[config.mk]
export PLATFORM = sky130hd
export DESIGN_NAME = rcb_regbank
export DESIGN_NICKNAME = d
export VERILOG_FILES = /design/src/core/rcb_pkg.sv /design/src/core/rcb_pin_ctl.sv /design/src/core/rcb_remap.sv /design/src/core/rcb_regbank.sv
export SDC_FILE = /design/constraint.sdc
export NUM_CORES = 2
export LEC_CHECK = 0
export ABC_AREA = 1
export ABC_CLOCK_PERIOD_IN_PS = 8370
export BUFFER_PORTS_ARGS = -buffer_cell sky130_fd_sc_hd__buf_2
export CORE_MARGIN = 5
export CORE_UTILIZATION = 60
export DETAILED_ROUTE_END_ITERATION = 16
export PLACE_DENSITY = 0.85
export SLEW_MARGIN = 30
export SYNTH_ARGS = -nofsm -noshare
export SYNTH_HDL_FRONTEND = slang
export SYNTH_HIERARCHICAL = 1
export SYNTH_SLANG_ARGS = --single-unit
[constraint.sdc]
create_clock -name mclk -period 8.37 [get_ports mclk]
set_input_delay 0.4185 -clock mclk [delete_from_list [all_inputs] [get_ports mclk]]
set_output_delay 0.4185 -clock mclk [all_outputs]
set_load 0.05 [all_outputs]
[src/core/rcb_pkg.sv]
// Constants shared by the regulator control register bank.
//
// Operation
// Frequency bit plus range bit pick 2/3/4 MHz.
// Buck voltage code zero powers converter down.
// Buck code decodes in three linear segments.
// Linear code: zero off, gap codes forbidden.
// Linear limit bit selects 150 or 300 mA.
// Inversion bit inverts pin input or output.
// Special-function field selects the pin role.
// Single voltage-select pin drives both slots.
// Mode field selects pin electrical mode, reset 3.
// Global enable bit, reset one, forces rail off.
// Output-data bit sets driven pin level.
// Input-data bit reads pin level, read-only.
// Active select pin substitutes slot-one preset byte.
// Target selector resets ones; 0Ch up disables.
// Preset byte is a full register image.
// Slot-two preset goes to slot-two target.
// Pin release restores own setting; reserved read zero.
// Serial word address auto-increments per byte.
package rcb_pkg;

	localparam int NUM_BUCK = 5;
	localparam int NUM_LIN  = 2;
	localparam int NUM_RAIL = 7;
	localparam int NUM_PIN  = 2;

	localparam logic [7:0] OFF_LEVEL_FIRST = 8'h00;
	localparam logic [7:0] OFF_LEVEL_LAST  = 8'h06;
	localparam logic [7:0] OFF_PIN1_CFG    = 8'h0c;
	localparam logic [7:0] OFF_PIN2_CFG    = 8'h0d;
	localparam logic [7:0] OFF_RAIL_EN     = 8'h10;
	localparam logic [7:0] OFF_PIN_OUT     = 8'h20;
	localparam logic [7:0] OFF_PIN_IN      = 8'h21;
	localparam logic [7:0] OFF_PRESET1     = 8'h22;
	localparam logic [7:0] OFF_PRESET2     = 8'h23;
	localparam logic [7:0] OFF_TARGETS     = 8'h24;

	localparam logic [7:0] RST_LEVEL   = 8'h00;
	localparam logic [7:0] RST_PIN_CFG = 8'h03;
	localparam logic [6:0] RST_RAIL_EN = 7'h7f;
	localparam logic [1:0] RST_PIN_OUT = 2'h0;
	localparam logic [7:0] RST_PRESET  = 8'h00;
	localparam logic [7:0] RST_TARGETS = 8'hff;

	localparam int CFG_INV_BIT  = 7;
	localparam int CFG_FUNC_LSB = 3;
	localparam int CFG_MODE_LSB = 0;
	localparam int LEVEL_TOP    = 7;
	localparam int TGT1_LSB     = 0;
	localparam int TGT2_LSB     = 4;
	localparam logic [3:0] TGT_LIMIT = 4'hc;

	localparam logic [2:0] MODE_IN      = 3'h0;
	localparam logic [2:0] MODE_PP      = 3'h1;
	localparam logic [2:0] MODE_OD      = 3'h2;
	localparam logic [2:0] MODE_IN_PU   = 3'h4;
	localparam logic [2:0] MODE_IN_PD   = 3'h5;
	localparam logic [2:0] MODE_OD_PU   = 3'h6;

	localparam logic [3:0] FUNC_IO      = 4'h0;
	localparam logic [3:0] FUNC_IRQ_OUT = 4'h1;
	localparam logic [3:0] FUNC_SUP_LOW = 4'h2;
	localparam logic [3:0] FUNC_IRQ_IN  = 4'h3;
	localparam logic [3:0] FUNC_VSEL    = 4'h5;
	localparam logic [3:0] FUNC_STBY    = 4'h6;
	localparam logic [3:0] FUNC_PGOOD   = 4'h7;

	localparam logic [1:0] FREQ_2MHZ = 2'h0;
	localparam logic [1:0] FREQ_3MHZ = 2'h1;
	localparam logic [1:0] FREQ_4MHZ = 2'h2;

	// Voltages are in units of 0.1 mV.
	localparam logic [6:0]  BUCK_SEG2 = 7'h41;
	localparam logic [6:0]  BUCK_SEG3 = 7'h71;
	localparam logic [6:0]  BUCK_OFS2 = 7'h40;
	localparam logic [6:0]  BUCK_OFS3 = 7'h70;
	localparam logic [15:0] BUCK_B1   = 16'h1770;
	localparam logic [15:0] BUCK_S1   = 16'h007d;
	localparam logic [15:0] BUCK_B2   = 16'h36b0;
	localparam logic [15:0] BUCK_S2   = 16'h00fa;
	localparam logic [15:0] BUCK_B3   = 16'h6590;
	localparam logic [15:0] BUCK_S3   = 16'h01f4;
	localparam logic [6:0]  LIN_GAP_LO = 7'h25;
	localparam logic [6:0]  LIN_HI_OFS = 7'h40;
	localparam logic [15:0] LIN_B1     = 16'h1f40;
	localparam logic [15:0] LIN_B2     = 16'h4362;
	localparam logic [15:0] LIN_STEP   = 16'h00fa;

endpackage

[src/core/rcb_pin_ctl.sv]
// Electrical mode, inversion and special-function logic of one pin.
`timescale 1ns/1ps
module rcb_pin_ctl
	import rcb_pkg::*;
(
	input  wire logic       mclk,
	input  wire logic       rst,
	input  wire logic [7:0] cfg,
	input  wire logic       drive_value,
	input  wire logic       irq_level,
	input  wire logic       supply_low,
	input  wire logic       power_good,
	input  wire logic       pin_in,
	output logic            pin_out,
	output logic            pin_oe_n,
	output logic            pull_up,
	output logic            pull_down,
	output logic            sampled_level,
	output logic            vsel_active,
	output logic            irq_in,
	output logic            standby_in
);

	wire       inv     = cfg[CFG_INV_BIT];
	wire [3:0] func    = cfg[CFG_FUNC_LSB +: 4];
	wire [2:0] mode    = cfg[CFG_MODE_LSB +: 3];
	wire       is_pp   = (mode == MODE_PP);
	wire       is_od   = (mode == MODE_OD) || (mode == MODE_OD_PU);
	wire       is_in   = (mode == MODE_IN) || (mode == MODE_IN_PU) ||
	                     (mode == MODE_IN_PD) || is_od;
	wire       src     = (func == FUNC_IRQ_OUT) ? irq_level :
	                     (func == FUNC_SUP_LOW) ? supply_low :
	                     (func == FUNC_PGOOD)   ? power_good :
	                     drive_value;
	wire       lvl_out = src ^ inv;
	// Open drain releases the pin for a high level.
	wire       oe_nxt  = is_pp ? 1'b0 : is_od ? lvl_out : 1'b1;
	wire       out_nxt = is_pp ? lvl_out : 1'b0;
	logic      pin_out_r;
	logic      pin_oe_n_r;
	logic      level_r;

	always_ff @(posedge mclk) begin
		if (rst) begin
			pin_out_r  <= 1'b0;
			pin_oe_n_r <= 1'b1;
			level_r    <= 1'b0;
		end else begin
			pin_out_r  <= out_nxt;
			pin_oe_n_r <= oe_nxt;
			level_r    <= is_in ? (pin_in ^ inv) : 1'b0;
		end
	end

	assign pin_out       = pin_out_r;
	assign pin_oe_n      = pin_oe_n_r;
	assign pull_up       = (mode == MODE_IN_PU) || (mode == MODE_OD_PU);
	assign pull_down     = (mode == MODE_IN_PD);
	assign sampled_level = level_r;
	assign vsel_active   = (func == FUNC_VSEL) || (func == FUNC_STBY);
	assign irq_in        = (func == FUNC_IRQ_IN) && level_r;
	assign standby_in    = (func == FUNC_STBY) && level_r;

	a_pp_drive: assert property (@(posedge mclk) disable iff (rst)
		is_pp |=> !pin_oe_n && (pin_out == $past(lvl_out)))
		else $error("push-pull pin not driven");
	a_inv_out: assert property (@(posedge mclk) disable iff (rst)
		(is_pp && func == FUNC_IO) |=>
		pin_out == ($past(drive_value) ^ $past(inv)))
		else $error("inversion not applied to output");

endmodule // rcb_pin_ctl

[src/core/rcb_remap.sv]
// Substitutes preset bytes into the selected regulator settings.
`timescale 1ns/1ps
module rcb_remap
	import rcb_pkg::*;
#(
	parameter int N_RAIL = NUM_RAIL
) (
	input  wire logic [N_RAIL-1:0][7:0] own_byte,
	input  wire logic [7:0]             preset1,
	input  wire logic [7:0]             preset2,
	input  wire logic [3:0]             target1,
	input  wire logic [3:0]             target2,
	input  wire logic                   slot1_hit,
	input  wire logic                   slot2_hit,
	output logic      [N_RAIL-1:0][7:0] eff_byte
);

	wire sel1_ok = (target1 < TGT_LIMIT);
	wire sel2_ok = (target2 < TGT_LIMIT);

	for (genvar i = 0; i < N_RAIL; i++) begin : g_rail
		wire hit1 = slot1_hit && sel1_ok && (target1 == 4'(i));
		wire hit2 = slot2_hit && sel2_ok && (target2 == 4'(i));
		// Slot one wins when both slots aim at one regulator.
		assign eff_byte[i] = hit1 ? preset1 :
		                     hit2 ? preset2 : own_byte[i];
	end

endmodule // rcb_remap

[src/core/rcb_regbank.sv]
// Regulator control register bank with serial word-address port.
`timescale 1ns/1ps
module rcb_regbank
	import rcb_pkg::*;
(
	input  wire logic                     mclk,
	input  wire logic                     rst,
	input  wire logic                     addr_load,
	input  wire logic [7:0]               addr_byte,
	input  wire logic                     wr_stb,
	input  wire logic [7:0]               wr_data,
	input  wire logic                     rd_ack,
	output logic      [7:0]               rd_data,
	output logic      [7:0]               cur_addr,
	input  wire logic [NUM_BUCK-1:0]      buck_range_select,
	input  wire logic                     irq_level,
	input  wire logic                     supply_low,
	input  wire logic                     power_good,
	input  wire logic [NUM_PIN-1:0]       pin_in,
	output logic      [NUM_PIN-1:0]       pin_out,
	output logic      [NUM_PIN-1:0]       pin_oe_n,
	output logic      [NUM_PIN-1:0]       pin_pull_up,
	output logic      [NUM_PIN-1:0]       pin_pull_down,
	output logic      [NUM_PIN-1:0]       pin_irq_in,
	output logic      [NUM_PIN-1:0]       pin_standby_in,
	output logic      [NUM_RAIL-1:0]      rail_on,
	output logic      [NUM_BUCK-1:0][15:0] buck_level,
	output logic      [NUM_BUCK-1:0][1:0] buck_freq_code,
	output logic      [NUM_LIN-1:0][15:0] linear_level,
	output logic      [NUM_LIN-1:0]       linear_current_range,
	output logic      [NUM_LIN-1:0]       linear_code_bad
);

	logic [7:0]                addr_r;
	logic [7:0]                rd_data_r;
	logic [NUM_RAIL-1:0][7:0]  level_r;
	logic [NUM_PIN-1:0][7:0]   cfg_r;
	logic [6:0]                rail_en_r;
	logic [1:0]                out_bits_r;
	logic [7:0]                preset1_r;
	logic [7:0]                preset2_r;
	logic [7:0]                targets_r;
	logic [NUM_RAIL-1:0]       rail_on_r;
	logic [NUM_BUCK-1:0][15:0] buck_level_r;
	logic [NUM_BUCK-1:0][1:0]  buck_freq_r;
	logic [NUM_LIN-1:0][15:0]  lin_level_r;
	logic [NUM_LIN-1:0]        lin_range_r;
	logic [NUM_LIN-1:0]        lin_bad_r;
	logic [NUM_RAIL-1:0][7:0]  eff_byte;
	logic [NUM_PIN-1:0]        sampled;
	logic [NUM_PIN-1:0]        vsel_act;

	// Byte port sequencing; an address load takes precedence.
	wire       wr_go    = wr_stb && !addr_load;
	wire       rd_go    = rd_ack && !addr_load && !wr_stb;
	wire [7:0] addr_inc = addr_r + 8'h01;
	wire [7:0] addr_nxt = addr_load ? addr_byte :
	                      (wr_go || rd_go) ? addr_inc : addr_r;

	wire hit_level = (addr_r >= OFF_LEVEL_FIRST) &&
	                 (addr_r <= OFF_LEVEL_LAST);
	wire hit_cfg1  = (addr_r == OFF_PIN1_CFG);
	wire hit_cfg2  = (addr_r == OFF_PIN2_CFG);
	wire hit_en    = (addr_r == OFF_RAIL_EN);
	wire hit_out   = (addr_r == OFF_PIN_OUT);
	wire hit_in    = (addr_r == OFF_PIN_IN);
	wire hit_pre1  = (addr_r == OFF_PRESET1);
	wire hit_pre2  = (addr_r == OFF_PRESET2);
	wire hit_tgt   = (addr_r == OFF_TARGETS);
	wire [2:0] lvl_idx = 3'(addr_r - OFF_LEVEL_FIRST);

	// Unmapped addresses and reserved bits read as zero.
	wire [7:0] rd_mux =
		hit_level ? level_r[lvl_idx] :
		hit_cfg1  ? cfg_r[0] :
		hit_cfg2  ? cfg_r[1] :
		hit_en    ? {1'b0, rail_en_r} :
		hit_out   ? {6'h00, out_bits_r} :
		hit_in    ? {6'h00, sampled} :
		hit_pre1  ? preset1_r :
		hit_pre2  ? preset2_r :
		hit_tgt   ? targets_r : 8'h00;

	// Read data lags an address change by one edge.
	always_ff @(posedge mclk) begin
		if (rst) begin
			addr_r    <= 8'h00;
			rd_data_r <= 8'h00;
		end else begin
			addr_r    <= addr_nxt;
			rd_data_r <= rd_mux;
		end
	end

	// Writes to the input bits or unmapped offsets only move the address.
	always_ff @(posedge mclk) begin
		if (rst) begin
			for (int i = 0; i < NUM_RAIL; i++) begin
				level_r[i] <= RST_LEVEL;
			end
			cfg_r[0]   <= RST_PIN_CFG;
			cfg_r[1]   <= RST_PIN_CFG;
			rail_en_r  <= RST_RAIL_EN;
			out_bits_r <= RST_PIN_OUT;
			preset1_r  <= RST_PRESET;
			preset2_r  <= RST_PRESET;
			targets_r  <= RST_TARGETS;
		end else if (wr_go) begin
			if (hit_level) begin
				level_r[lvl_idx] <= wr_data;
			end
			if (hit_cfg1) begin
				cfg_r[0] <= wr_data;
			end
			if (hit_cfg2) begin
				cfg_r[1] <= wr_data;
			end
			if (hit_en) begin
				rail_en_r <= wr_data[6:0];
			end
			if (hit_out) begin
				out_bits_r <= wr_data[1:0];
			end
			if (hit_pre1) begin
				preset1_r <= wr_data;
			end
			if (hit_pre2) begin
				preset2_r <= wr_data;
			end
			if (hit_tgt) begin
				targets_r <= wr_data;
			end
		end
	end

	for (genvar k = 0; k < NUM_PIN; k++) begin : g_pin
		rcb_pin_ctl u_pin (
			.mclk          (mclk),
			.rst           (rst),
			.cfg           (cfg_r[k]),
			.drive_value   (out_bits_r[k]),
			.irq_level     (irq_level),
			.supply_low    (supply_low),
			.power_good    (power_good),
			.pin_in        (pin_in[k]),
			.pin_out       (pin_out[k]),
			.pin_oe_n      (pin_oe_n[k]),
			.pull_up       (pin_pull_up[k]),
			.pull_down     (pin_pull_down[k]),
			.sampled_level (sampled[k]),
			.vsel_active   (vsel_act[k]),
			.irq_in        (pin_irq_in[k]),
			.standby_in    (pin_standby_in[k])
		);
	end

	// A lone select pin feeds both slots; two pins split them.
	wire slot1_hit = vsel_act[0] ? sampled[0] :
	                 (vsel_act[1] && sampled[1]);
	wire slot2_hit = vsel_act[1] ? sampled[1] :
	                 (vsel_act[0] && sampled[0]);

	rcb_remap #(
		.N_RAIL (NUM_RAIL)
	) u_remap (
		.own_byte  (level_r),
		.preset1   (preset1_r),
		.preset2   (preset2_r),
		.target1   (targets_r[TGT1_LSB +: 4]),
		.target2   (targets_r[TGT2_LSB +: 4]),
		.slot1_hit (slot1_hit),
		.slot2_hit (slot2_hit),
		.eff_byte  (eff_byte)
	);

	// Decodes are registered so rail outputs only move on a clock edge.
	for (genvar b = 0; b < NUM_BUCK; b++) begin : g_buck
		wire [6:0]  code = eff_byte[b][6:0];
		wire        fbit = eff_byte[b][LEVEL_TOP];
		wire [15:0] lv1  = BUCK_B1 + 16'(code) * BUCK_S1;
		wire [15:0] lv2  = BUCK_B2 + 16'(7'(code - BUCK_OFS2)) * BUCK_S2;
		wire [15:0] lv3  = BUCK_B3 + 16'(7'(code - BUCK_OFS3)) * BUCK_S3;
		wire [15:0] lv   = (code == 7'h00) ? 16'h0000 :
		                   (code < BUCK_SEG2) ? lv1 :
		                   (code < BUCK_SEG3) ? lv2 : lv3;
		wire [1:0]  fc   = buck_range_select[b] ?
		                   (fbit ? FREQ_4MHZ : FREQ_3MHZ) :
		                   (fbit ? FREQ_3MHZ : FREQ_2MHZ);
		wire        on   = rail_en_r[b] && (code != 7'h00);
		always_ff @(posedge mclk) begin
			if (rst) begin
				buck_level_r[b] <= 16'h0000;
				buck_freq_r[b]  <= FREQ_2MHZ;
				rail_on_r[b]    <= 1'b0;
			end else begin
				buck_level_r[b] <= lv;
				buck_freq_r[b]  <= fc;
				rail_on_r[b]    <= on;
			end
		end
	end

	for (genvar j = 0; j < NUM_LIN; j++) begin : g_lin
		wire [6:0]  code = eff_byte[NUM_BUCK+j][6:0];
		// Forbidden gap codes keep the regulator off and are flagged.
		wire        bad  = (code >= LIN_GAP_LO) && (code < LIN_HI_OFS);
		wire [15:0] lv1  = LIN_B1 + 16'(code) * LIN_STEP;
		wire [15:0] lv2  = LIN_B2 + 16'(7'(code - LIN_HI_OFS)) * LIN_STEP;
		wire [15:0] lv   = (code == 7'h00 || bad) ? 16'h0000 :
		                   (code < LIN_HI_OFS) ? lv1 : lv2;
		wire        on   = rail_en_r[NUM_BUCK+j] && (code != 7'h00) &&
		                   !bad;
		always_ff @(posedge mclk) begin
			if (rst) begin
				lin_level_r[j]        <= 16'h0000;
				lin_range_r[j]        <= 1'b0;
				lin_bad_r[j]          <= 1'b0;
				rail_on_r[NUM_BUCK+j] <= 1'b0;
			end else begin
				lin_level_r[j]        <= lv;
				lin_range_r[j]        <= eff_byte[NUM_BUCK+j][LEVEL_TOP];
				lin_bad_r[j]          <= bad;
				rail_on_r[NUM_BUCK+j] <= on;
			end
		end
	end

	assign rd_data              = rd_data_r;
	assign cur_addr             = addr_r;
	assign rail_on              = rail_on_r;
	assign buck_level           = buck_level_r;
	assign buck_freq_code       = buck_freq_r;
	assign linear_level         = lin_level_r;
	assign linear_current_range = lin_range_r;
	assign linear_code_bad      = lin_bad_r;

	a_addr_incr: assert property (@(posedge mclk) disable iff (rst)
		(wr_stb && !addr_load) |=> addr_r == 8'($past(addr_r) + 8'h01))
		else $error("word address did not advance");
	a_zero_off: assert property (@(posedge mclk) disable iff (rst)
		(eff_byte[0][6:0] == 7'h00) |=> !rail_on[0])
		else $error("buck with zero code is on");
	a_global_off: assert property (@(posedge mclk) disable iff (rst)
		!rail_en_r[0] |=> !rail_on[0] ##1 $past(rail_en_r[0]) || !rail_on[0])
		else $error("disabled rail is on");
	a_freq_map: assert property (@(posedge mclk) disable iff (rst)
		(buck_range_select[1] && !eff_byte[1][7]) |=>
		buck_freq_code[1] == FREQ_3MHZ)
		else $error("frequency code wrong");
	a_buck_seg: assert property (@(posedge mclk) disable iff (rst)
		(eff_byte[2][6:0] == 7'h41) |=> buck_level[2] == 16'h37aa)
		else $error("buck level segment two wrong");
	a_lin_gap: assert property (@(posedge mclk) disable iff (rst)
		(eff_byte[5][6:0] == 7'h30) |=> !rail_on[5] && linear_code_bad[0])
		else $error("gap code not refused");
	a_lin_range: assert property (@(posedge mclk) disable iff (rst)
		1'b1 |=> linear_current_range[1] == $past(eff_byte[6][7]))
		else $error("current range not followed");
	a_tgt_limit: assert property (@(posedge mclk) disable iff (rst)
		(targets_r[3:0] >= TGT_LIMIT && targets_r[7:4] >= TGT_LIMIT) |->
		eff_byte == level_r)
		else $error("disabled slot still remaps");
	a_slot1_sub: assert property (@(posedge mclk) disable iff (rst)
		(slot1_hit && targets_r[3:0] == 4'h0) |=>
		buck_level[0] == $past(g_buck[0].lv) &&
		$past(eff_byte[0]) == $past(preset1_r))
		else $error("slot one preset not used");
	a_in_ro: assert property (@(posedge mclk) disable iff (rst)
		(wr_go && hit_in) |=> $stable(out_bits_r) && $stable(cfg_r))
		else $error("write to input bits had effect");

	a_freq_4m: assert property (@(posedge mclk) disable iff (rst)
		(buck_range_select[3] && eff_byte[3][7]) |=>
		buck_freq_code[3] == FREQ_4MHZ)
		else $error("frequency code not top range");
	a_lin_off: assert property (@(posedge mclk) disable iff (rst)
		(eff_byte[5][6:0] == 7'h00) |=>
		!rail_on[5] && linear_level[0] == 16'h0000)
		else $error("linear with zero code is on");
	a_slot2_sub: assert property (@(posedge mclk) disable iff (rst)
		(slot2_hit && targets_r[7:4] == 4'h1 &&
		!(slot1_hit && targets_r[3:0] == 4'h1)) |-> eff_byte[1] == preset2_r)
		else $error("slot two preset not used");
	a_slot_idle: assert property (@(posedge mclk) disable iff (rst)
		(!slot1_hit && !slot2_hit) |-> eff_byte == level_r)
		else $error("remap held after pin release");
	a_one_pin: assert property (@(posedge mclk) disable iff (rst)
		(vsel_act[0] && !vsel_act[1]) |->
		slot1_hit == sampled[0] && slot2_hit == sampled[0])
		else $error("lone select pin does not feed both slots");
	a_two_pins: assert property (@(posedge mclk) disable iff (rst)
		(vsel_act[0] && vsel_act[1]) |->
		slot1_hit == sampled[0] && slot2_hit == sampled[1])
		else $error("select pins do not split the slots");
	a_rsvd_en: assert property (@(posedge mclk) disable iff (rst)
		hit_en |=> !rd_data[7])
		else $error("reserved enable bit reads one");
	a_rsvd_pin: assert property (@(posedge mclk) disable iff (rst)
		(hit_out || hit_in) |=> rd_data[7:2] == 6'h00)
		else $error("reserved pin data bits read nonzero");
	a_preset_wr: assert property (@(posedge mclk) disable iff (rst)
		(wr_go && hit_pre1) |=> preset1_r == $past(wr_data))
		else $error("preset byte not stored whole");

endmodule // rcb_regbank

==> key figures <==
Synthesis
  • Top_reg_cell synth: dfxtp_1
  • Compound-Gate Fraction of Synth Area: 11.01%
  • Register area share after synthesis: 13.73%
  • Netlist area before placement: 37630 um^2
  • Simple-gate share of the synthesized area: 24.89%
  • Main combinational cell family by area after synthesis: adder cells
  • Yosys reg bits: 258
  • Gate Count Post-Synth: 5284
  • Async S/R FF share, synth: 0%
  • Average size of a mapped cell: 7.121 um^2
  • EDFF count, synth: 0
  • Distinct cell type count after synthesis: 66
  • Adder-cell share of the synthesized area: 35.39%
  • Warning count from the yosys run: 6
  • Post-synthesis mux area share: 0%
  • Xor and xnor area share after synthesis: 3.751%

Critical path
  • Worst path most repeated cell: nand2_1
  • Worst flop-to-flop path startpoint: cfg_r[4]
  • Worst Reg2Reg Path Length in Cells: 28
  • CP max-delay cell: o21ai_4
  • Setup crit start kind: flop
  • Top cell family by delay on the critical path: adder cells
  • Required @ worst endpoint: 8.80 ns
  • R2r endpoint: buck_level[60]
  • Slowest stage delay, CP: 0.56 ns
  • Reg-to-reg setup timing slack: 1.19 ns
  • Crit Path Max Fanout: 21
  • Critical Path End Type: flop
  • Crit Path Category: reg -> reg
  • Worst EP arrival: 7.61 ns
  • Worst Path Buf+Inv: 4
  • CP Depth: 28

Power and ir drop
  • Peak supply drop: 0.0001396 V
  • Lkg Pwr: 22.29 nW
  • Final total power: 0.004239 W
  • Power density over the cells: 104.6 nW/um^2

Clock network
  • Post-CTS Setup Bufs: 0
  • Hold buffers post-CTS: 0
  • Inserted Clock Buffers: 34
  • Clk sinks: 258
  • Clk_lat worst skew: 0.57 ns
  • CTS tree: built
  • H-tree depth reported by CTS: 2
  • Clk pin slew, worst setup/hold paths: 0.07 ns
  • Max Buffers Root-to-Sink: 3
  • PostCTS Resize Cnt: 0
  • Clk root buf: clkbuf_16

Finish
  • Commonest non-fill, non-tap cells in the layout: nand2_1, inv_1, ha_1, nand3_1, a21oi_1
  • Reg area: 5165 um^2
  • Layout net count: 6369
  • Final core occ: 65.46%
  • Layout Cells excl Fill: 6306
  • Footprint of the multi-input gates: 28250 um^2
  • Share of layout cells above drive strength 1: 7.504%
  • Number of fill cells: 5410
  • Commonest non-fill, non-tap cell in the layout: nand2_1
  • Synth-to-Final Area Change: 7.744%

Timing
  • Tmin final: 7.184 ns
  • Clk_skew: 0.02269 ns
  • Tcrit/Tclk final: 85.83%
  • Max frequency: 139.2 MHz
  • Worst-Margin Slew: 0.8312 ns
  • Final hold vios: 0
  • Slew HR: 44.29%
  • Final TNS setup: 0 ns
  • Slew Limit Fails: 0
  • RSZ-0062 raised after global routing: no
  • Final setup vio count: 0

Placement
  • HPWL after DPL: 85.83 mm
  • I/O Buffers: 189
  • Final Wtd Congestion: 0.9996
  • Placed cell count: 6242

Detailed routing
  • Routed vias: 35440
  • # DRC: 0
  • Initial drt markers: 3658
  • First drt pass iteration count: 6
  • WL final: 107.3 mm
  • Via-to-Cell Ratio: 5.619
  • Antenna viol nets, final: 0
  • Wire length per cell: 17.02 um

Floorplanning
  • Die Ht: 260.4 um
  • Die X: 260.4 um
  • Core area: 61940 um^2
  • Initial Utilization: 60.75%
  • # rows: 91
  • Boundary Pins: 192
  • Die area: 67820 um^2

Outcome
  • Status: finished, final reports clean

Min path
  • Hold path depth: 3
  • Worst hold path class: in -> reg
  • Hold path startpoint: buck_range_select[3]
  • Worst min-delay path endpoint: buck_freq_code[7]

Global routing
  • GRT Util Overall: 31.12%
  • Initial antenna violation count: 5
  • Vias in the first global route: 34100
  • Gr ovfl total: 0
  • Global-route wire length before repair: 173.2 mm
  • Largest net degree at the start of global routing: 60

Flow run
  • Max-Cap Viols: 0
worst reg2reg max path: cells and delay by family (launching register included):
kind                       cells  cell delay (ns)
DFF                            1             0.40
AOI/OAI and AO/OA              5             1.44
xor gates and xnor gates       1             0.08
buffers and inverters          4             0.71
and+or+nand+nor               13             2.02
adders and majority gates      5             2.41
through the flow:
step                hold slack (ns)  setup WS (ns)  instance area, um^2
finish                      0.08853          1.186                40540
global route                 0.1028         0.6312                40530
CTS                         0.07216          1.320                40530
detailed placement           0.4517          1.383                39380
global placement             0.4439          1.440                39380
floorplan                    0.4216          2.242                37630
registers in the layout, indices dropped and copies added, names as in the netlist, 7 cells and up:
register / cells
linear_level: 30
preset2_r: 8
buck_level: 80
preset1_r: 8
cur_addr: 8
cfg_r: 16
targets_r: 8
rail_en_r: 7
rd_data: 8
level_r: 56
buck_freq_code: 10
rail_on: 7
per-layer routing:
metal	wire, um	up-vias	global-route usage [%]
li1	-	17240	-
met1	44480	16290	41.30
met2	48530	1603	51.04
met3	9625	298	5.515
met4	4664	0	11.55
met5	0	-	0
cell usage after synthesis, types with 49 or more instances:
cell | count | area [um^2]
clkbuf_1 | 49 | 183.9
xnor2_1 | 58 | 508.0
nand2_1 | 1229 | 4613
dfxtp_1 | 258 | 5165
inv_1 | 988 | 3709
ha_1 | 618 | 7732
nand3_1 | 379 | 1897
xor2_1 | 92 | 805.8
fa_1 | 279 | 5585
nand4_1 | 95 | 594.3
a21oi_1 | 330 | 1652
nor2_1 | 277 | 1040
o21ai_0 | 219 | 1096
cell type report:
class                      instances  area share [%]
sequential                       258           12.74
clock inverter                    13          0.4074
multi-input combinational       3921           69.69
clock buffer                      46           2.435
antenna                            5         0.03086
inverter                        1019           9.440
tap                              837           2.583
timing repair buffer             207           2.673
logic make-up after synthesis:
kind of cell,count (synthesis)
fa+ha+maj,897
buf+inv,1106
xor+xnor,156
other cells,1
compound gates,730
flops,258
simple gates,2136
power breakdown:
part / internal (W) / total (W) / leakage [nW] / switching, W
clock: 0.000903 / 0.00155 / 0.571 / 0.000642
combinational: 0.000463 / 0.00142 / 19.6 / 0.000958
sequential: 0.00126 / 0.00127 / 2.09 / 0.0000172
worst max-delay path by stage:
stage | startpoint | endpoint | slack [ns]
after floorplan | cfg_r[4] | buck_level[63] | 2.24
after detailed placement | cfg_r[4] | buck_level[14] | 1.38
after global routing | cfg_r[4] | buck_level[63] | 0.63
after global placement | cfg_r[4] | buck_level[60] | 1.44
final | cfg_r[4] | buck_level[60] | 1.19
after CTS | cfg_r[4] | buck_level[60] | 1.32
Note: power is estimated with default switching activity, not from simulation.
